===== src/pvwd_pkg.sv =====
// Purpose: Shared constants, types and register map of the PCI to VME window decoder
// Assumes: Word-aligned byte offsets on a 12-bit Wishbone byte address
// Notes:   Window 4 uses 4 Kbyte granularity, windows 5 and 6 use 64 Kbyte
package pvwd_pkg;

   // Register byte offsets
   localparam logic [11:0] OFF_W4_CTL   = 12'h1A0;
   localparam logic [11:0] OFF_W4_BASE  = 12'h1A4;
   localparam logic [11:0] OFF_W4_LIMIT = 12'h1A8;
   localparam logic [11:0] OFF_W4_SHIFT = 12'h1B0;
   localparam logic [11:0] OFF_W5_CTL   = 12'h1B4;
   localparam logic [11:0] OFF_W5_BASE  = 12'h1B8;
   localparam logic [11:0] OFF_W5_LIMIT = 12'h1BC;
   localparam logic [11:0] OFF_W5_SHIFT = 12'h1C0;
   localparam logic [11:0] OFF_W6_CTL   = 12'h1C8;
   localparam logic [11:0] OFF_W6_BASE  = 12'h1CC;
   localparam logic [11:0] OFF_W6_LIMIT = 12'h1D0;
   localparam logic [11:0] OFF_W6_SHIFT = 12'h1D4;
   localparam logic [11:0] OFF_STATUS   = 12'h1F0;

   // Window count and numbering
   localparam int          NWIN        = 3;
   localparam logic [2:0]  FIRST_IMAGE = 3'h4;

   // Control word field positions
   localparam int CTL_EN     = 31;
   localparam int CTL_POSTED_WRITE_ALLOW   = 30;
   localparam int CTL_VDW_HI = 23;
   localparam int CTL_VDW_LO = 22;
   localparam int CTL_VAS_HI = 18;
   localparam int CTL_VAS_LO = 16;
   localparam int CTL_PGM    = 14;
   localparam int CTL_SUPER  = 12;
   localparam int CTL_VCT    = 8;
   localparam int CTL_LAS    = 0;

   // Reset values and writable masks
   localparam logic [31:0] CTL_RESET   = 32'h0080_0000;
   localparam logic [31:0] CTL_MASK    = 32'hC0C7_5101;
   localparam logic [31:0] ADDR_RESET  = 32'h0000_0000;
   localparam logic [31:0] FINE_MASK   = 32'hFFFF_F000;
   localparam logic [31:0] COARSE_MASK = 32'hFFFF_0000;
   localparam logic [31:0] ZERO_WORD   = 32'h0000_0000;

   // Status word field positions
   localparam int STAT_CLAIM  = 0;
   localparam int STAT_WIN_LO = 1;
   localparam int STAT_WIN_HI = 3;
   localparam int STAT_POSTED = 4;

   // Maximum VME data width codes
   typedef enum logic [1:0] {
      W8  = 2'h0,
      W16 = 2'h1,
      W32 = 2'h2,
      W64 = 2'h3
   } pvwd_width_e;

   // VME address space codes
   typedef enum logic [2:0] {
      SP_A16   = 3'h0,
      SP_A24   = 3'h1,
      SP_A32   = 3'h2,
      SP_RSV3  = 3'h3,
      SP_RSV4  = 3'h4,
      SP_CRCSR = 3'h5,
      SP_USER1 = 3'h6,
      SP_USER2 = 3'h7
   } pvwd_space_e;

   // Register kinds inside a window
   typedef enum logic [1:0] {
      K_CTL   = 2'h0,
      K_BASE  = 2'h1,
      K_LIMIT = 2'h2,
      K_SHIFT = 2'h3
   } pvwd_kind_e;

   // Bus slave states
   typedef enum logic [1:0] {
      BUS_IDLE = 2'h0,
      BUS_ACK  = 2'h1
   } pvwd_bus_e;

   // Register selection
   typedef struct packed {
      logic       hit;
      logic [1:0] idx;
      pvwd_kind_e kind;
   } pvwd_regsel_s;

   // PCI access presented for decode
   typedef struct packed {
      logic        valid;
      logic        is_io;
      logic        is_write;
      logic [31:0] addr;
   } pvwd_req_s;

   // Decode result toward the VME master
   typedef struct packed {
      logic        valid;
      logic        claim;
      logic [2:0]  image;
      logic [31:0] vme_addr;
      pvwd_space_e space;
      pvwd_width_e width;
      logic        program_code_bit;
      logic        supervisor;
      logic        block_xfer;
      logic        mblt;
      logic        posted;
   } pvwd_res_s;

endpackage


===== src/pvwd_window_decode.sv =====
// Purpose: PCI to VME window decode and translation, windows 4 to 6
// Assumes: Request comes from logic on mclk; registers over classic Wishbone
// Notes:   Lowest numbered claiming window wins; result one cycle after request
//
// Operation
// - Claim only when address is at or above base and below bound.
// - A zero bound means no upper limit above the base.
// - Window 4 compares bits 31:12; windows 5 and 6 compare bits 31:16.
// - Window 4 VME address bits 31:12 are PCI bits plus offset.
// - Coarse windows form VME bits 31:16 as PCI bits plus offset.
// - Each window has an enable bit, reset to 0, gating all decode.
// - I/O-space windows ignore posted-write enable; transfers stay coupled.
// - Width field: 00 8, 01 16, 10 32, 11 64 bits; reset 10.
// - Space field: A16, A24, A32, two reserved, CR/CSR, user1, user2; reset 0.
// - Program bit: 0 data cycles, 1 program cycles; reset 0.
// - Supervisor bit: 0 non-privileged, 1 supervisor; reset 0.
// - Block bit works only in A24/A32 with width 8, 16 or 32.
// - A24/A32 with 64-bit width may use MBLT regardless of block bit.
// - PCI space bit: 0 memory, 1 I/O; reset 0.
// - Base, bound and offset are read/write and reset to zero.
//
// Register access over Wishbone was decided locally.
`timescale 1ns/10ps

module pvwd_window_decode (
   // Clock, reset and enable
   input  wire logic                mclk,
   input  wire logic                reset,
   input  wire logic                clk_en,
   // Wishbone slave
   input  wire logic                wb_cyc_i,
   input  wire logic                wb_stb_i,
   input  wire logic                wb_we_i,
   input  wire logic [11:0]         wb_adr_i,
   input  wire logic [3:0]          wb_sel_i,
   input  wire logic [31:0]         wb_dat_i,
   output logic      [31:0]         wb_dat_o,
   output logic                     wb_ack_o,
   // PCI access to decode
   input  wire pvwd_pkg::pvwd_req_s pci_req,
   // Decode result
   output pvwd_pkg::pvwd_res_s      vme_res
);

   // Register state
   logic [31:0]          ctl_q   [pvwd_pkg::NWIN];
   logic [31:0]          ctl_d   [pvwd_pkg::NWIN];
   logic [31:0]          base_q  [pvwd_pkg::NWIN];
   logic [31:0]          base_d  [pvwd_pkg::NWIN];
   logic [31:0]          limit_q [pvwd_pkg::NWIN];
   logic [31:0]          limit_d [pvwd_pkg::NWIN];
   logic [31:0]          shift_q [pvwd_pkg::NWIN];
   logic [31:0]          shift_d [pvwd_pkg::NWIN];
   pvwd_pkg::pvwd_bus_e  bus_q;
   pvwd_pkg::pvwd_bus_e  bus_d;
   logic [31:0]          rdat_q;
   logic [31:0]          rdat_d;
   pvwd_pkg::pvwd_res_s  res_q;
   pvwd_pkg::pvwd_res_s  res_d;
   pvwd_pkg::pvwd_res_s  last_q;
   pvwd_pkg::pvwd_res_s  last_d;
   pvwd_pkg::pvwd_regsel_s rsel;

   // Compare granularity of a window
   function automatic logic [31:0] win_mask(input int i);
      win_mask = (i == 0) ? pvwd_pkg::FINE_MASK
                          : pvwd_pkg::COARSE_MASK;
   endfunction

   // Byte-lane merge of a write into a register
   function automatic logic [31:0] lane_merge(input logic [31:0] old_v,
                                              input logic [31:0] new_v,
                                              input logic [3:0]  sel,
                                              input logic [31:0] mask);
      logic [31:0] r;
      r = old_v;
      for (int b = 0; b < 4; b++) begin
         if (sel[b]) begin
            r[b*8 +: 8] = new_v[b*8 +: 8];
         end
      end
      lane_merge = r & mask;
   endfunction

   // Register address decode
   function automatic pvwd_pkg::pvwd_regsel_s reg_lookup(input logic [11:0] a);
      pvwd_pkg::pvwd_regsel_s s;
      s = '{hit: 1'b1, idx: 2'h0, kind: pvwd_pkg::K_CTL};
      case (a)
         pvwd_pkg::OFF_W4_CTL:   s = '{1'b1, 2'h0, pvwd_pkg::K_CTL};
         pvwd_pkg::OFF_W4_BASE:  s = '{1'b1, 2'h0, pvwd_pkg::K_BASE};
         pvwd_pkg::OFF_W4_LIMIT: s = '{1'b1, 2'h0, pvwd_pkg::K_LIMIT};
         pvwd_pkg::OFF_W4_SHIFT: s = '{1'b1, 2'h0, pvwd_pkg::K_SHIFT};
         pvwd_pkg::OFF_W5_CTL:   s = '{1'b1, 2'h1, pvwd_pkg::K_CTL};
         pvwd_pkg::OFF_W5_BASE:  s = '{1'b1, 2'h1, pvwd_pkg::K_BASE};
         pvwd_pkg::OFF_W5_LIMIT: s = '{1'b1, 2'h1, pvwd_pkg::K_LIMIT};
         pvwd_pkg::OFF_W5_SHIFT: s = '{1'b1, 2'h1, pvwd_pkg::K_SHIFT};
         pvwd_pkg::OFF_W6_CTL:   s = '{1'b1, 2'h2, pvwd_pkg::K_CTL};
         pvwd_pkg::OFF_W6_BASE:  s = '{1'b1, 2'h2, pvwd_pkg::K_BASE};
         pvwd_pkg::OFF_W6_LIMIT: s = '{1'b1, 2'h2, pvwd_pkg::K_LIMIT};
         pvwd_pkg::OFF_W6_SHIFT: s = '{1'b1, 2'h2, pvwd_pkg::K_SHIFT};
         default:                s = '{1'b0, 2'h0, pvwd_pkg::K_CTL};
      endcase
      reg_lookup = s;
   endfunction

   // Space is A24 or A32
   function automatic logic wide_space(input logic [2:0] vme_space_select);
      wide_space = (vme_space_select == pvwd_pkg::SP_A24) || (vme_space_select == pvwd_pkg::SP_A32);
   endfunction

   assign rsel = reg_lookup(wb_adr_i);

   // Wishbone slave: answer one cycle after the request, write at the ack edge
   always_comb begin
      bus_d  = bus_q;
      rdat_d = rdat_q;
      for (int i = 0; i < pvwd_pkg::NWIN; i++) begin
         ctl_d[i]   = ctl_q[i];
         base_d[i]  = base_q[i];
         limit_d[i] = limit_q[i];
         shift_d[i] = shift_q[i];
      end
      case (bus_q)
         pvwd_pkg::BUS_IDLE: begin
            if (wb_cyc_i && wb_stb_i) begin
               bus_d  = pvwd_pkg::BUS_ACK;
               rdat_d = pvwd_pkg::ZERO_WORD;
               if (rsel.hit) begin
                  case (rsel.kind)
                     pvwd_pkg::K_CTL:   rdat_d = ctl_q[rsel.idx];
                     pvwd_pkg::K_BASE:  rdat_d = base_q[rsel.idx];
                     pvwd_pkg::K_LIMIT: rdat_d = limit_q[rsel.idx];
                     pvwd_pkg::K_SHIFT: rdat_d = shift_q[rsel.idx];
                     default:           rdat_d = pvwd_pkg::ZERO_WORD;
                  endcase
               end else if (wb_adr_i == pvwd_pkg::OFF_STATUS) begin
                  rdat_d[pvwd_pkg::STAT_CLAIM] = last_q.claim;
                  rdat_d[pvwd_pkg::STAT_WIN_HI:pvwd_pkg::STAT_WIN_LO] = last_q.image;
                  rdat_d[pvwd_pkg::STAT_POSTED] = last_q.posted;
               end
            end
         end
         pvwd_pkg::BUS_ACK: begin
            bus_d = pvwd_pkg::BUS_IDLE;
            if (wb_cyc_i && wb_stb_i && wb_we_i && rsel.hit) begin
               case (rsel.kind)
                  pvwd_pkg::K_CTL: begin
                     ctl_d[rsel.idx] = lane_merge(ctl_q[rsel.idx], wb_dat_i, wb_sel_i,
                                                  pvwd_pkg::CTL_MASK);
                  end
                  pvwd_pkg::K_BASE: begin
                     base_d[rsel.idx] = lane_merge(base_q[rsel.idx], wb_dat_i, wb_sel_i,
                                                   win_mask(int'(rsel.idx)));
                  end
                  pvwd_pkg::K_LIMIT: begin
                     limit_d[rsel.idx] = lane_merge(limit_q[rsel.idx], wb_dat_i, wb_sel_i,
                                                    win_mask(int'(rsel.idx)));
                  end
                  pvwd_pkg::K_SHIFT: begin
                     shift_d[rsel.idx] = lane_merge(shift_q[rsel.idx], wb_dat_i, wb_sel_i,
                                                    win_mask(int'(rsel.idx)));
                  end
                  default: begin
                     ctl_d[rsel.idx] = ctl_q[rsel.idx];
                  end
               endcase
            end
         end
         default: begin
            bus_d = pvwd_pkg::BUS_IDLE;
         end
      endcase
   end

   // Window decode and translation
   always_comb begin
      logic        found;
      logic        in_range;
      logic [31:0] m;
      logic [31:0] a;
      logic [2:0]  vme_space_select;
      logic [1:0]  max_vme_width;
      found    = 1'b0;
      in_range = 1'b0;
      m        = pvwd_pkg::COARSE_MASK;
      a        = pvwd_pkg::ZERO_WORD;
      vme_space_select      = pvwd_pkg::SP_A16;
      max_vme_width      = pvwd_pkg::W32;
      res_d       = '0;
      res_d.valid = pci_req.valid;
      res_d.space = pvwd_pkg::SP_A16;
      res_d.width = pvwd_pkg::W32;
      if (pci_req.valid) begin
         for (int i = 0; i < pvwd_pkg::NWIN; i++) begin
            m = win_mask(i);
            a = pci_req.addr & m;
            in_range = (a >= base_q[i])
                       && ((limit_q[i] == pvwd_pkg::ZERO_WORD)
                           || (a < limit_q[i]));
            if (!found && ctl_q[i][pvwd_pkg::CTL_EN]
                && (ctl_q[i][pvwd_pkg::CTL_LAS] == pci_req.is_io)
                && in_range) begin
               found = 1'b1;
               vme_space_select   = ctl_q[i][pvwd_pkg::CTL_VAS_HI:pvwd_pkg::CTL_VAS_LO];
               max_vme_width   = ctl_q[i][pvwd_pkg::CTL_VDW_HI:pvwd_pkg::CTL_VDW_LO];
               res_d.claim    = 1'b1;
               res_d.image    = pvwd_pkg::FIRST_IMAGE + 3'(i);
               res_d.vme_addr = ((a + shift_q[i]) & m)
                                | (pci_req.addr & ~m);
               res_d.space    = pvwd_pkg::pvwd_space_e'(vme_space_select);
               res_d.width    = pvwd_pkg::pvwd_width_e'(max_vme_width);
               res_d.program_code_bit = ctl_q[i][pvwd_pkg::CTL_PGM];
               res_d.supervisor = ctl_q[i][pvwd_pkg::CTL_SUPER];
               res_d.block_xfer = ctl_q[i][pvwd_pkg::CTL_VCT] && wide_space(vme_space_select)
                                  && (max_vme_width != pvwd_pkg::W64);
               res_d.mblt     = wide_space(vme_space_select) && (max_vme_width == pvwd_pkg::W64);
               res_d.posted   = ctl_q[i][pvwd_pkg::CTL_POSTED_WRITE_ALLOW] && pci_req.is_write
                                && !ctl_q[i][pvwd_pkg::CTL_LAS];
            end
         end
      end
      last_d = last_q;
      if (res_q.valid) begin
         last_d = res_q;
      end
   end

   // State registers
   always_ff @(posedge mclk) begin
      if (reset) begin
         bus_q  <= pvwd_pkg::BUS_IDLE;
         rdat_q <= pvwd_pkg::ZERO_WORD;
         res_q  <= '0;
         last_q <= '0;
         for (int i = 0; i < pvwd_pkg::NWIN; i++) begin
            ctl_q[i]   <= pvwd_pkg::CTL_RESET;
            base_q[i]  <= pvwd_pkg::ADDR_RESET;
            limit_q[i] <= pvwd_pkg::ADDR_RESET;
            shift_q[i] <= pvwd_pkg::ADDR_RESET;
         end
      end else if (clk_en) begin
         bus_q  <= bus_d;
         rdat_q <= rdat_d;
         res_q  <= res_d;
         last_q <= last_d;
         for (int i = 0; i < pvwd_pkg::NWIN; i++) begin
            ctl_q[i]   <= ctl_d[i];
            base_q[i]  <= base_d[i];
            limit_q[i] <= limit_d[i];
            shift_q[i] <= shift_d[i];
         end
      end
   end

   assign wb_ack_o = (bus_q == pvwd_pkg::BUS_ACK);
   assign wb_dat_o = rdat_q;
   assign vme_res  = res_q;

endmodule // pvwd_window_decode


===== config.mk =====
export PLATFORM = sky130hd
export DESIGN_NAME = pvwd_window_decode
export DESIGN_NICKNAME = d
export VERILOG_FILES = /design/src/pvwd_pkg.sv /design/src/pvwd_window_decode.sv
export SDC_FILE = /design/constraint.sdc
export NUM_CORES = 1
export LEC_CHECK = 0
export ABC_CLOCK_PERIOD_IN_PS = 21600
export BUFFER_PORTS_ARGS = -buffer_cell sky130_fd_sc_hd__buf_2
export CAP_MARGIN = 20
export CORE_MARGIN = 3
export CORE_UTILIZATION = 50
export CTS_CLUSTER_DIAMETER = 50
export DETAILED_ROUTE_END_ITERATION = 16
export HOLD_SLACK_MARGIN = 0.08
export PLACE_DENSITY = 0.73
export SETUP_SLACK_MARGIN = 0.2
export SYNTH_ARGS = -nofsm -noshare
export SYNTH_HDL_FRONTEND = slang
export SYNTH_SLANG_ARGS = --single-unit
export TNS_END_PERCENT = 50

===== constraint.sdc =====
create_clock -name mclk -period 21.6 [get_ports mclk]
set_clock_uncertainty 0.05 [all_clocks]
set_input_delay 3.24 -clock mclk [delete_from_list [all_inputs] [get_ports mclk]]
set_output_delay 3.24 -clock mclk [all_outputs]
set_load 0.005 [all_outputs]

==> impl_results.md, run 1 <==
* Run status: finished clean
* Vias in the first global route at 23281
* Inserted Diodes at 0
* Layout overhead on the synthesized area at 11.2%
* Share of synthesized area occupied by flip-flops and latches at 0.474
* Crit-path max cell delay at 910 ps
* Global-route wire length before repair at between 100 and 150 mm
* DRC violation count after routing at 0
* I/O Buffers at 158
* Htree depth at 2
* Cell breakdown of the critical path: buf_2 -> nor4b_1 -> and2_1 -> nand2_1 -> a211oi_4 -> buf_4 -> a21oi_1 -> nor2_4 -> buf_4
* # Max-Cap Violations at 0
* Period utilization at 0.329
* Initial antenna violation count at 4
* Count of boundary I/O pins at 169
* Nets in the synthesized netlist at 3242
* Post-CTS setup repair buffer count at 0
* Final Setup Violations at 0
* Type of element capturing the critical path: register
* Overall global routing resource usage at 0.297
* Largest net degree at the start of global routing at about 150
* Critical-path top delay cell: buf_4
* Synthesis Warnings at 0
* Routability cong. at 0.970
* Clock root buffer: clkbuf_16
* Register clock-pin slew on the reported worst setup and hold paths at roughly 60 ps
* Sum Neg Setup Slack at 0 ps
* Transition at the pin with the smallest max-transition slack at between 1000 and 1500 ps
* Net count, final at around 3300
* Max Freq at 141 MHz
* Clock Sink Count at between 400 and 500
* Clock buffer count from CTS at 53
* Tmin final at 7120 ps
* Number of detailed-routing iterations run before antenna repair at 6
* Die Area at 0.0586 sq mm
* Power after layout at 2.25 mW
* Leakage Power at 12.6 nW
* Type of the tightest min-delay check: reg -> reg
* Sum of overflow across all layers after global routing at 0
* Kind of start point of the critical path: primary input
* Wire length after detailed routing at between 90 and 100 mm
* Worst slew slack as a fraction of its limit at 0.301
* Vias per inst at 6.47
* Maximum ir drop on the vdd rail at ~0.000058 V
* Power density cells at 72.8 mW/mm^2
* Synthesized flop and latch total at 467
* Dominant register cell in the synthesized netlist: edfxtp_1
* Number of max-slew violations in the final report at 0
* Height of the die at 242 um
* Summed instance area of the synthesized netlist at 0.0279 sq mm
* Post-route worst hold slack at 407 ps
* Clock latency on the worst-skew pair at between 600 and 700 ps
* Leading cell type in the layout, fill and taps excluded: nand2_1
* Final hold violations at 0
* Asr flop ratio synth at 0
* Post-synthesis area per instance at ~9.3 sq um
* Cell repeated most along the worst path: buf_4
* Number of DRC violations after detailed-routing iteration 0 at 3676
* Placement Rows at 85
* EDFF count, synth at around 380
* Setup repair after global routing missed its margin: false
* Die Span X at 242 um
* Classification of the worst setup path: in -> reg
* Post-CTS Resized at 0
* Half-perimeter wire length after placement at ~60 mm
* Library cells used by synthesis at between 70 and 80
* Deepest clock path buffer count at 3
* Cell count after synthesis at around 3000
* Worst path required time at about 22000 ps
* Number of vias in the routed layout at 24688
* Endpoint arrival time on the critical path at about 7300 ps
* TritonCTS clock tree: done
* Most used cells in the layout excluding fill and tap cells: nand2_1, edfxtp_1, a21oi_1
* Count of fill cells added during filler insertion at 4664
* Core Footprint at 0.0545 sq mm
* Hold bufs inserted after CTS at 0
* Ratio of cells with drive above 1 in the final layout at 0.102
* Starting density of the core at 0.512
* Count of nets left with antenna violations after detail routing at 0
* Average detailed-routed wire length per instance at 23.7 um
* Max Fanout on Critical Path at just over 70
[worst max-delay path, delay by kind of cell]
family | cells | cell delay [ps]
AOI/OAI and AO/OA | 2 | 410
buffers and inverters | 3 | 1660
and+or+nand+nor | 4 | 1840
[Yosys cell counts, drive strengths merged (4+ instances only)]
| cell | number | area (sq um) |
|---|---|---|
| nand2 | 498 | 1870 |
| edfxtp | 384 | 11500 |
| a21oi | 270 | 1350 |
| and3 | 202 | 1260 |
| nor2 | 189 | 709 |
| clkbuf | 168 | 631 |
| ha | 153 | 1910 |
| inv | 135 | 507 |
| a22oi | 84 | 631 |
| dfxtp | 83 | 1660 |
| o21ai | 79 | 395 |
| a211oi | 68 | 515 |
| nor3 | 60 | 305 |
| o21a | 59 | 443 |
| nand3 | 57 | 285 |
| buf | 47 | 195 |
| a21o | 36 | 270 |
| o22ai | 35 | 219 |
| nor4 | 34 | 213 |
| o221ai | 33 | 289 |
| xnor2 | 33 | 289 |
| nand2b | 32 | 200 |
| a31oi | 27 | 169 |
| nand4 | 25 | 156 |
| a22o | 18 | 158 |
| xor2 | 18 | 158 |
| a311oi | 14 | 123 |
| o21bai | 14 | 105 |
| a2bb2oi | 13 | 114 |
| o211ai | 10 | 75.1 |
| o311ai | 10 | 95.1 |
| or4 | 9 | 67.6 |
| nor2b | 8 | 50.1 |
| o31ai | 8 | 65.1 |
| a2111oi | 7 | 80.1 |
| a221oi | 7 | 61.3 |
| mux2i | 7 | 70.1 |
| o2111ai | 7 | 61.3 |
| and2 | 6 | 37.5 |
| mux4 | 4 | 90.1 |
| nand3b | 4 | 30.0 |
| or3 | 4 | 25.0 |
[state kept, by name (all words and copies together) (netlist names)]
signal,count
base_q,96
ctl_q,96
limit_q,96
shift_q,96
vme_res,46
wb_dat_o,32
last_q,4
bus_q,1
[area by class of cell]
| cell class | count | area, sq um | area share |
|---|---|---|---|
| Multi-Input combinational cell | 2180 | 13400 | 0.434 |
| Clock inverter | 23 | 244 | 0.00788 |
| Clock buffer | 77 | 1540 | 0.0498 |
| Tap cell | 739 | 925 | 0.0299 |
| Timing Repair Buffer | 193 | 1130 | 0.0365 |
| Inverter | 135 | 507 | 0.0164 |
| Sequential cell | 467 | 13200 | 0.426 |
[worst paths after layout]
path,from,cells after the start,slack (ps),end
setup / recovery,wb_adr_i[9],9,14480,base_q[0][24]
hold / removal,vme_res[25],2,410,vme_res[25]
setup reg to reg,base_q[1][12],8,17220,vme_res[32]
hold reg to reg,vme_res[25],2,410,vme_res[25]
[power breakdown]
group          internal, mW  switching (mW)  total, mW
clock                 0.536           0.391      0.927
combinational        0.0974           0.178      0.276
sequential             1.02          0.0317       1.05
[per-stage QoR]
step	instances	utilization	setup WS [ps]	area, sq um
floorplan	2997	-	11830	27900
global placement	3710	0.534	13810	29100
detailed placement	3711	0.535	13700	29100
CTS	3811	0.567	14340	30900
global route	3814	0.569	14210	31000
finish	3814	0.569	14480	31000
[cells by family after synthesis]
| logic type | after synthesis | synth area share |
|---|---|---|
| AND/OR/NAND/NOR | 1140 | 0.191 |
| AO/OA/AOI/OAI | 821 | 0.195 |
| adder cells (fa/ha/maj) | 156 | 0.0709 |
| flip-flops | 467 | 0.474 |
| XOR/XNOR | 51 | 0.0160 |
| buffers and inverters | 350 | 0.0478 |
| multiplexers | 12 | 0.00615 |
[per-layer routing]
| metal | part of all wire | GRT usage | wire length, um | up-vias |
|---|---|---|---|---|
| li1 | - | - | - | 11150 |
| met1 | 0.41 | 0.426 | 36900 | 11774 |
| met2 | 0.43 | 0.443 | 39200 | 1560 |
| met3 | 0.12 | 0.0654 | 11100 | 198 |
| met4 | 0.035 | 0.106 | 3180 | 6 |
| met5 | 0.00045 | 0 | 41 | - |
(Power assumes the default switching activity.)
==> run 2, diff against run 1 <==
ABC_CLOCK_PERIOD_IN_PS = 6400   (was 21600)
PLACE_DENSITY = 0.75   (was 0.73)
clock period = 6.4 ns   (was 21.6 ns; I/O delays follow)
==> impl_results.md, run 2 (synthesized netlist as in run 1, its figures left out) <==
* Run status: finished clean (unchanged)
* Maximum ir drop on the vdd rail at 0.000212 V (was 0.0000576 V)
* Type of element capturing the critical path: register (unchanged)
* Vias in the first global route at 23297 (was 23281)
* Die Span X at 242 um (unchanged)
* Setup repair after global routing missed its margin: false (unchanged)
* Crit-path max cell delay at 870 ps (was 910 ps)
* Number of detailed-routing iterations run before antenna repair at 7 (was 6)
* Number of vias in the routed layout at 24829 (was 24688)
* Overall global routing resource usage at 0.297 (about the same)
* Count of boundary I/O pins at 169 (unchanged)
* Deepest clock path buffer count at 3 (unchanged)
* Wire length after detailed routing at 90.3 mm (about the same)
* Cell breakdown of the critical path: buf_2 -> or3_1 -> o22ai_1 -> and2_4 -> buf_4 -> a22oi_1 -> nand3_1 -> o21ai_0 -> a21oi_1 -> a22oi_1 -> nor2_1 (was buf_2 -> nor4b_1 -> and2_1 -> nand2_1 -> a211oi_4 -> buf_4 -> a21oi_1 -> nor2_4 -> buf_4)
* Critical-path top delay cell: and2_4 (was buf_4)
* Power after layout at 7.54 mW (was 2.25 mW)
* Starting density of the core at 0.512 (unchanged)
* Family with the most delay on the worst path: simple AND/OR/NAND/NOR gates (unchanged)
* Vias per inst at 6.49 (was 6.47)
* Transition at the pin with the smallest max-transition slack at 1060 ps (was 1050 ps)
* Number of max-slew violations in the final report at 0 (unchanged)
* Period utilization at 0.654
* DRC violation count after routing at 0 (unchanged)
* Leakage Power at 12.7 nW (was 12.6 nW)
* Inserted Diodes at 0 (unchanged)
* Leading cell type in the layout, fill and taps excluded: nand2_1 (unchanged)
* Endpoint arrival time on the critical path at 4670 ps (was 7290 ps)
* Max Freq at about 240 MHz
* Clock Sink Count at 467 (unchanged)
* Worst slew slack as a fraction of its limit at 0.289 (was 0.301)
* Htree depth at 2 (unchanged)
* Count of fill cells added during filler insertion at 4680 (was 4664)
* Ratio of cells with drive above 1 in the final layout at 0.107 (was 0.102)
* Net count, final at 3291 (was 3275)
* Startpoint of the worst register-to-register path: limit_q[2][22] (was base_q[1][12])
* Clock root buffer: clkbuf_16 (unchanged)
* Die Area at 0.0586 sq mm (unchanged)
* Type of the tightest min-delay check: reg -> reg (unchanged)
* Half-perimeter wire length after placement at 63.1 mm (was 61.5 mm)
* Sum of overflow across all layers after global routing at 0 (unchanged)
* Largest net degree at the start of global routing at 163 (was 151)
* # Max-Cap Violations at 0 (unchanged)
* Global-route wire length before repair at 138 mm (about the same)
* Cell repeated most along the worst path: a22oi_1 (was buf_4)
* Initial antenna violation count at 0 (was 4)
* Final hold violations at 0 (unchanged)
* Core Footprint at 0.0545 sq mm (unchanged)
* Post-CTS setup repair buffer count at 0 (unchanged)
* Count of nets left with antenna violations after detail routing at 0 (unchanged)
* Average detailed-routed wire length per instance at 23.6 um (was 23.7 um)
* Clock latency on the worst-skew pair at 620 ps (was 630 ps)
* Power density cells at 243 mW/mm^2 (was 72.8 mW/mm^2)
* Max Fanout on Critical Path at 67 (was 72)
* Hold bufs inserted after CTS at 0 (unchanged)
* Tmin final at 4190 ps
* Number of DRC violations after detailed-routing iteration 0 at 3826 (was 3676)
* Post-layout util at 0.570 (was 0.569)
* Routability cong. at 1.01 (was 0.970)
* I/O Buffers at 158 (unchanged)
* Height of the die at 242 um (unchanged)
* Kind of start point of the critical path: primary input (unchanged)
* Worst path required time at 6890 ps (was 21780 ps)
* Buffering stage count on the worst path with inverters included at 2 (was 3)
* Clock buffer count from CTS at 52 (was 53)
* Classification of the worst setup path: in -> reg (unchanged)
* Most used cells in the layout excluding fill and tap cells: nand2_1, edfxtp_1, a21oi_1 (unchanged)
* Start point of the critical path: wb_adr_i[3] (was wb_adr_i[9])
* TritonCTS clock tree: done (unchanged)
* Register clock-pin slew on the reported worst setup and hold paths at 60 ps (about the same)
* Final Setup Violations at 0 (unchanged)
* Critical hold path startpoint: vme_res[7] (was vme_res[25])
* Layout overhead on the synthesized area at 11.4% (was 11.2%)
* Post-CTS Resized at 0 (unchanged)
* Placement Rows at 85 (unchanged)
[run 2: changes by cell type in the layout (fill, tap and decap cells not counted), sizes merged]
cell,delta
inv,+2
clkinv,+7
clkbuf,-12
buf,+17
[run 2: path summary, 6_finish.rpt]
| path | to | slack, ps | cells after the start |
|---|---|---|---|
| setup / recovery | wb_dat_o[27] | 2210 | 11 |
| hold reg to reg | vme_res[7] | 420 | 2 |
| hold / removal | vme_res[7] | 420 | 2 |
| setup reg to reg | vme_res[30] | 2540 | 11 |
[run 2: stage by stage]
stage	cells	instance area [sq um]	hold slack [ps]	setup slack (ps)	setup TNS (ps)
finish	3828	31000	417	2210	0
global route	3828	31000	439	2050	0
CTS	3828	31000	416	2350	0
detailed placement	3731	29300	405	1710	0
global placement	3731	29300	396	1780	0
floorplan	2997	27900	387	-549	-99600
[run 2: worst reg2reg max path, delay by kind of cell, from the launching register on]
family	cells	cell delay (ps)
AOI/OAI and AO/OA	5	1720
and+or+nand+nor	3	880
DFF	1	450
buffers and inverters	2	380
adders and majority gates	1	300
[run 2: area by class of cell]
cell class,instances,area (sq um),area share
Clock buffer,65,1460,0.0471
Clock inverter,32,292,0.00940
Inverter,135,507,0.0163
Multi-Input combinational cell,2180,13400,0.433
Sequential cell,467,13200,0.425
Tap cell,739,925,0.0298
Timing Repair Buffer,210,1220,0.0393
[run 2: power by group]
| part | switching [mW] | total, mW | internal (mW) |
|---|---|---|---|
| clock | 1.30 | 3.06 | 1.76 |
| combinational | 0.602 | 0.930 | 0.328 |
| sequential | 0.109 | 3.55 | 3.44 |
| total | 2.01 | 7.54 | 5.53 |
[run 2: metal layers]
| layer | track usage | vias up | part of all wire |
|---|---|---|---|
| met3 | 0.0631 | 199 | 0.12 |
| met1 | 0.420 | 11871 | 0.40 |
| met2 | 0.451 | 1561 | 0.44 |
| met4 | 0.105 | 0 | 0.036 |
| met5 | 0 | - | 0 |
| li1 | - | 11198 | - |
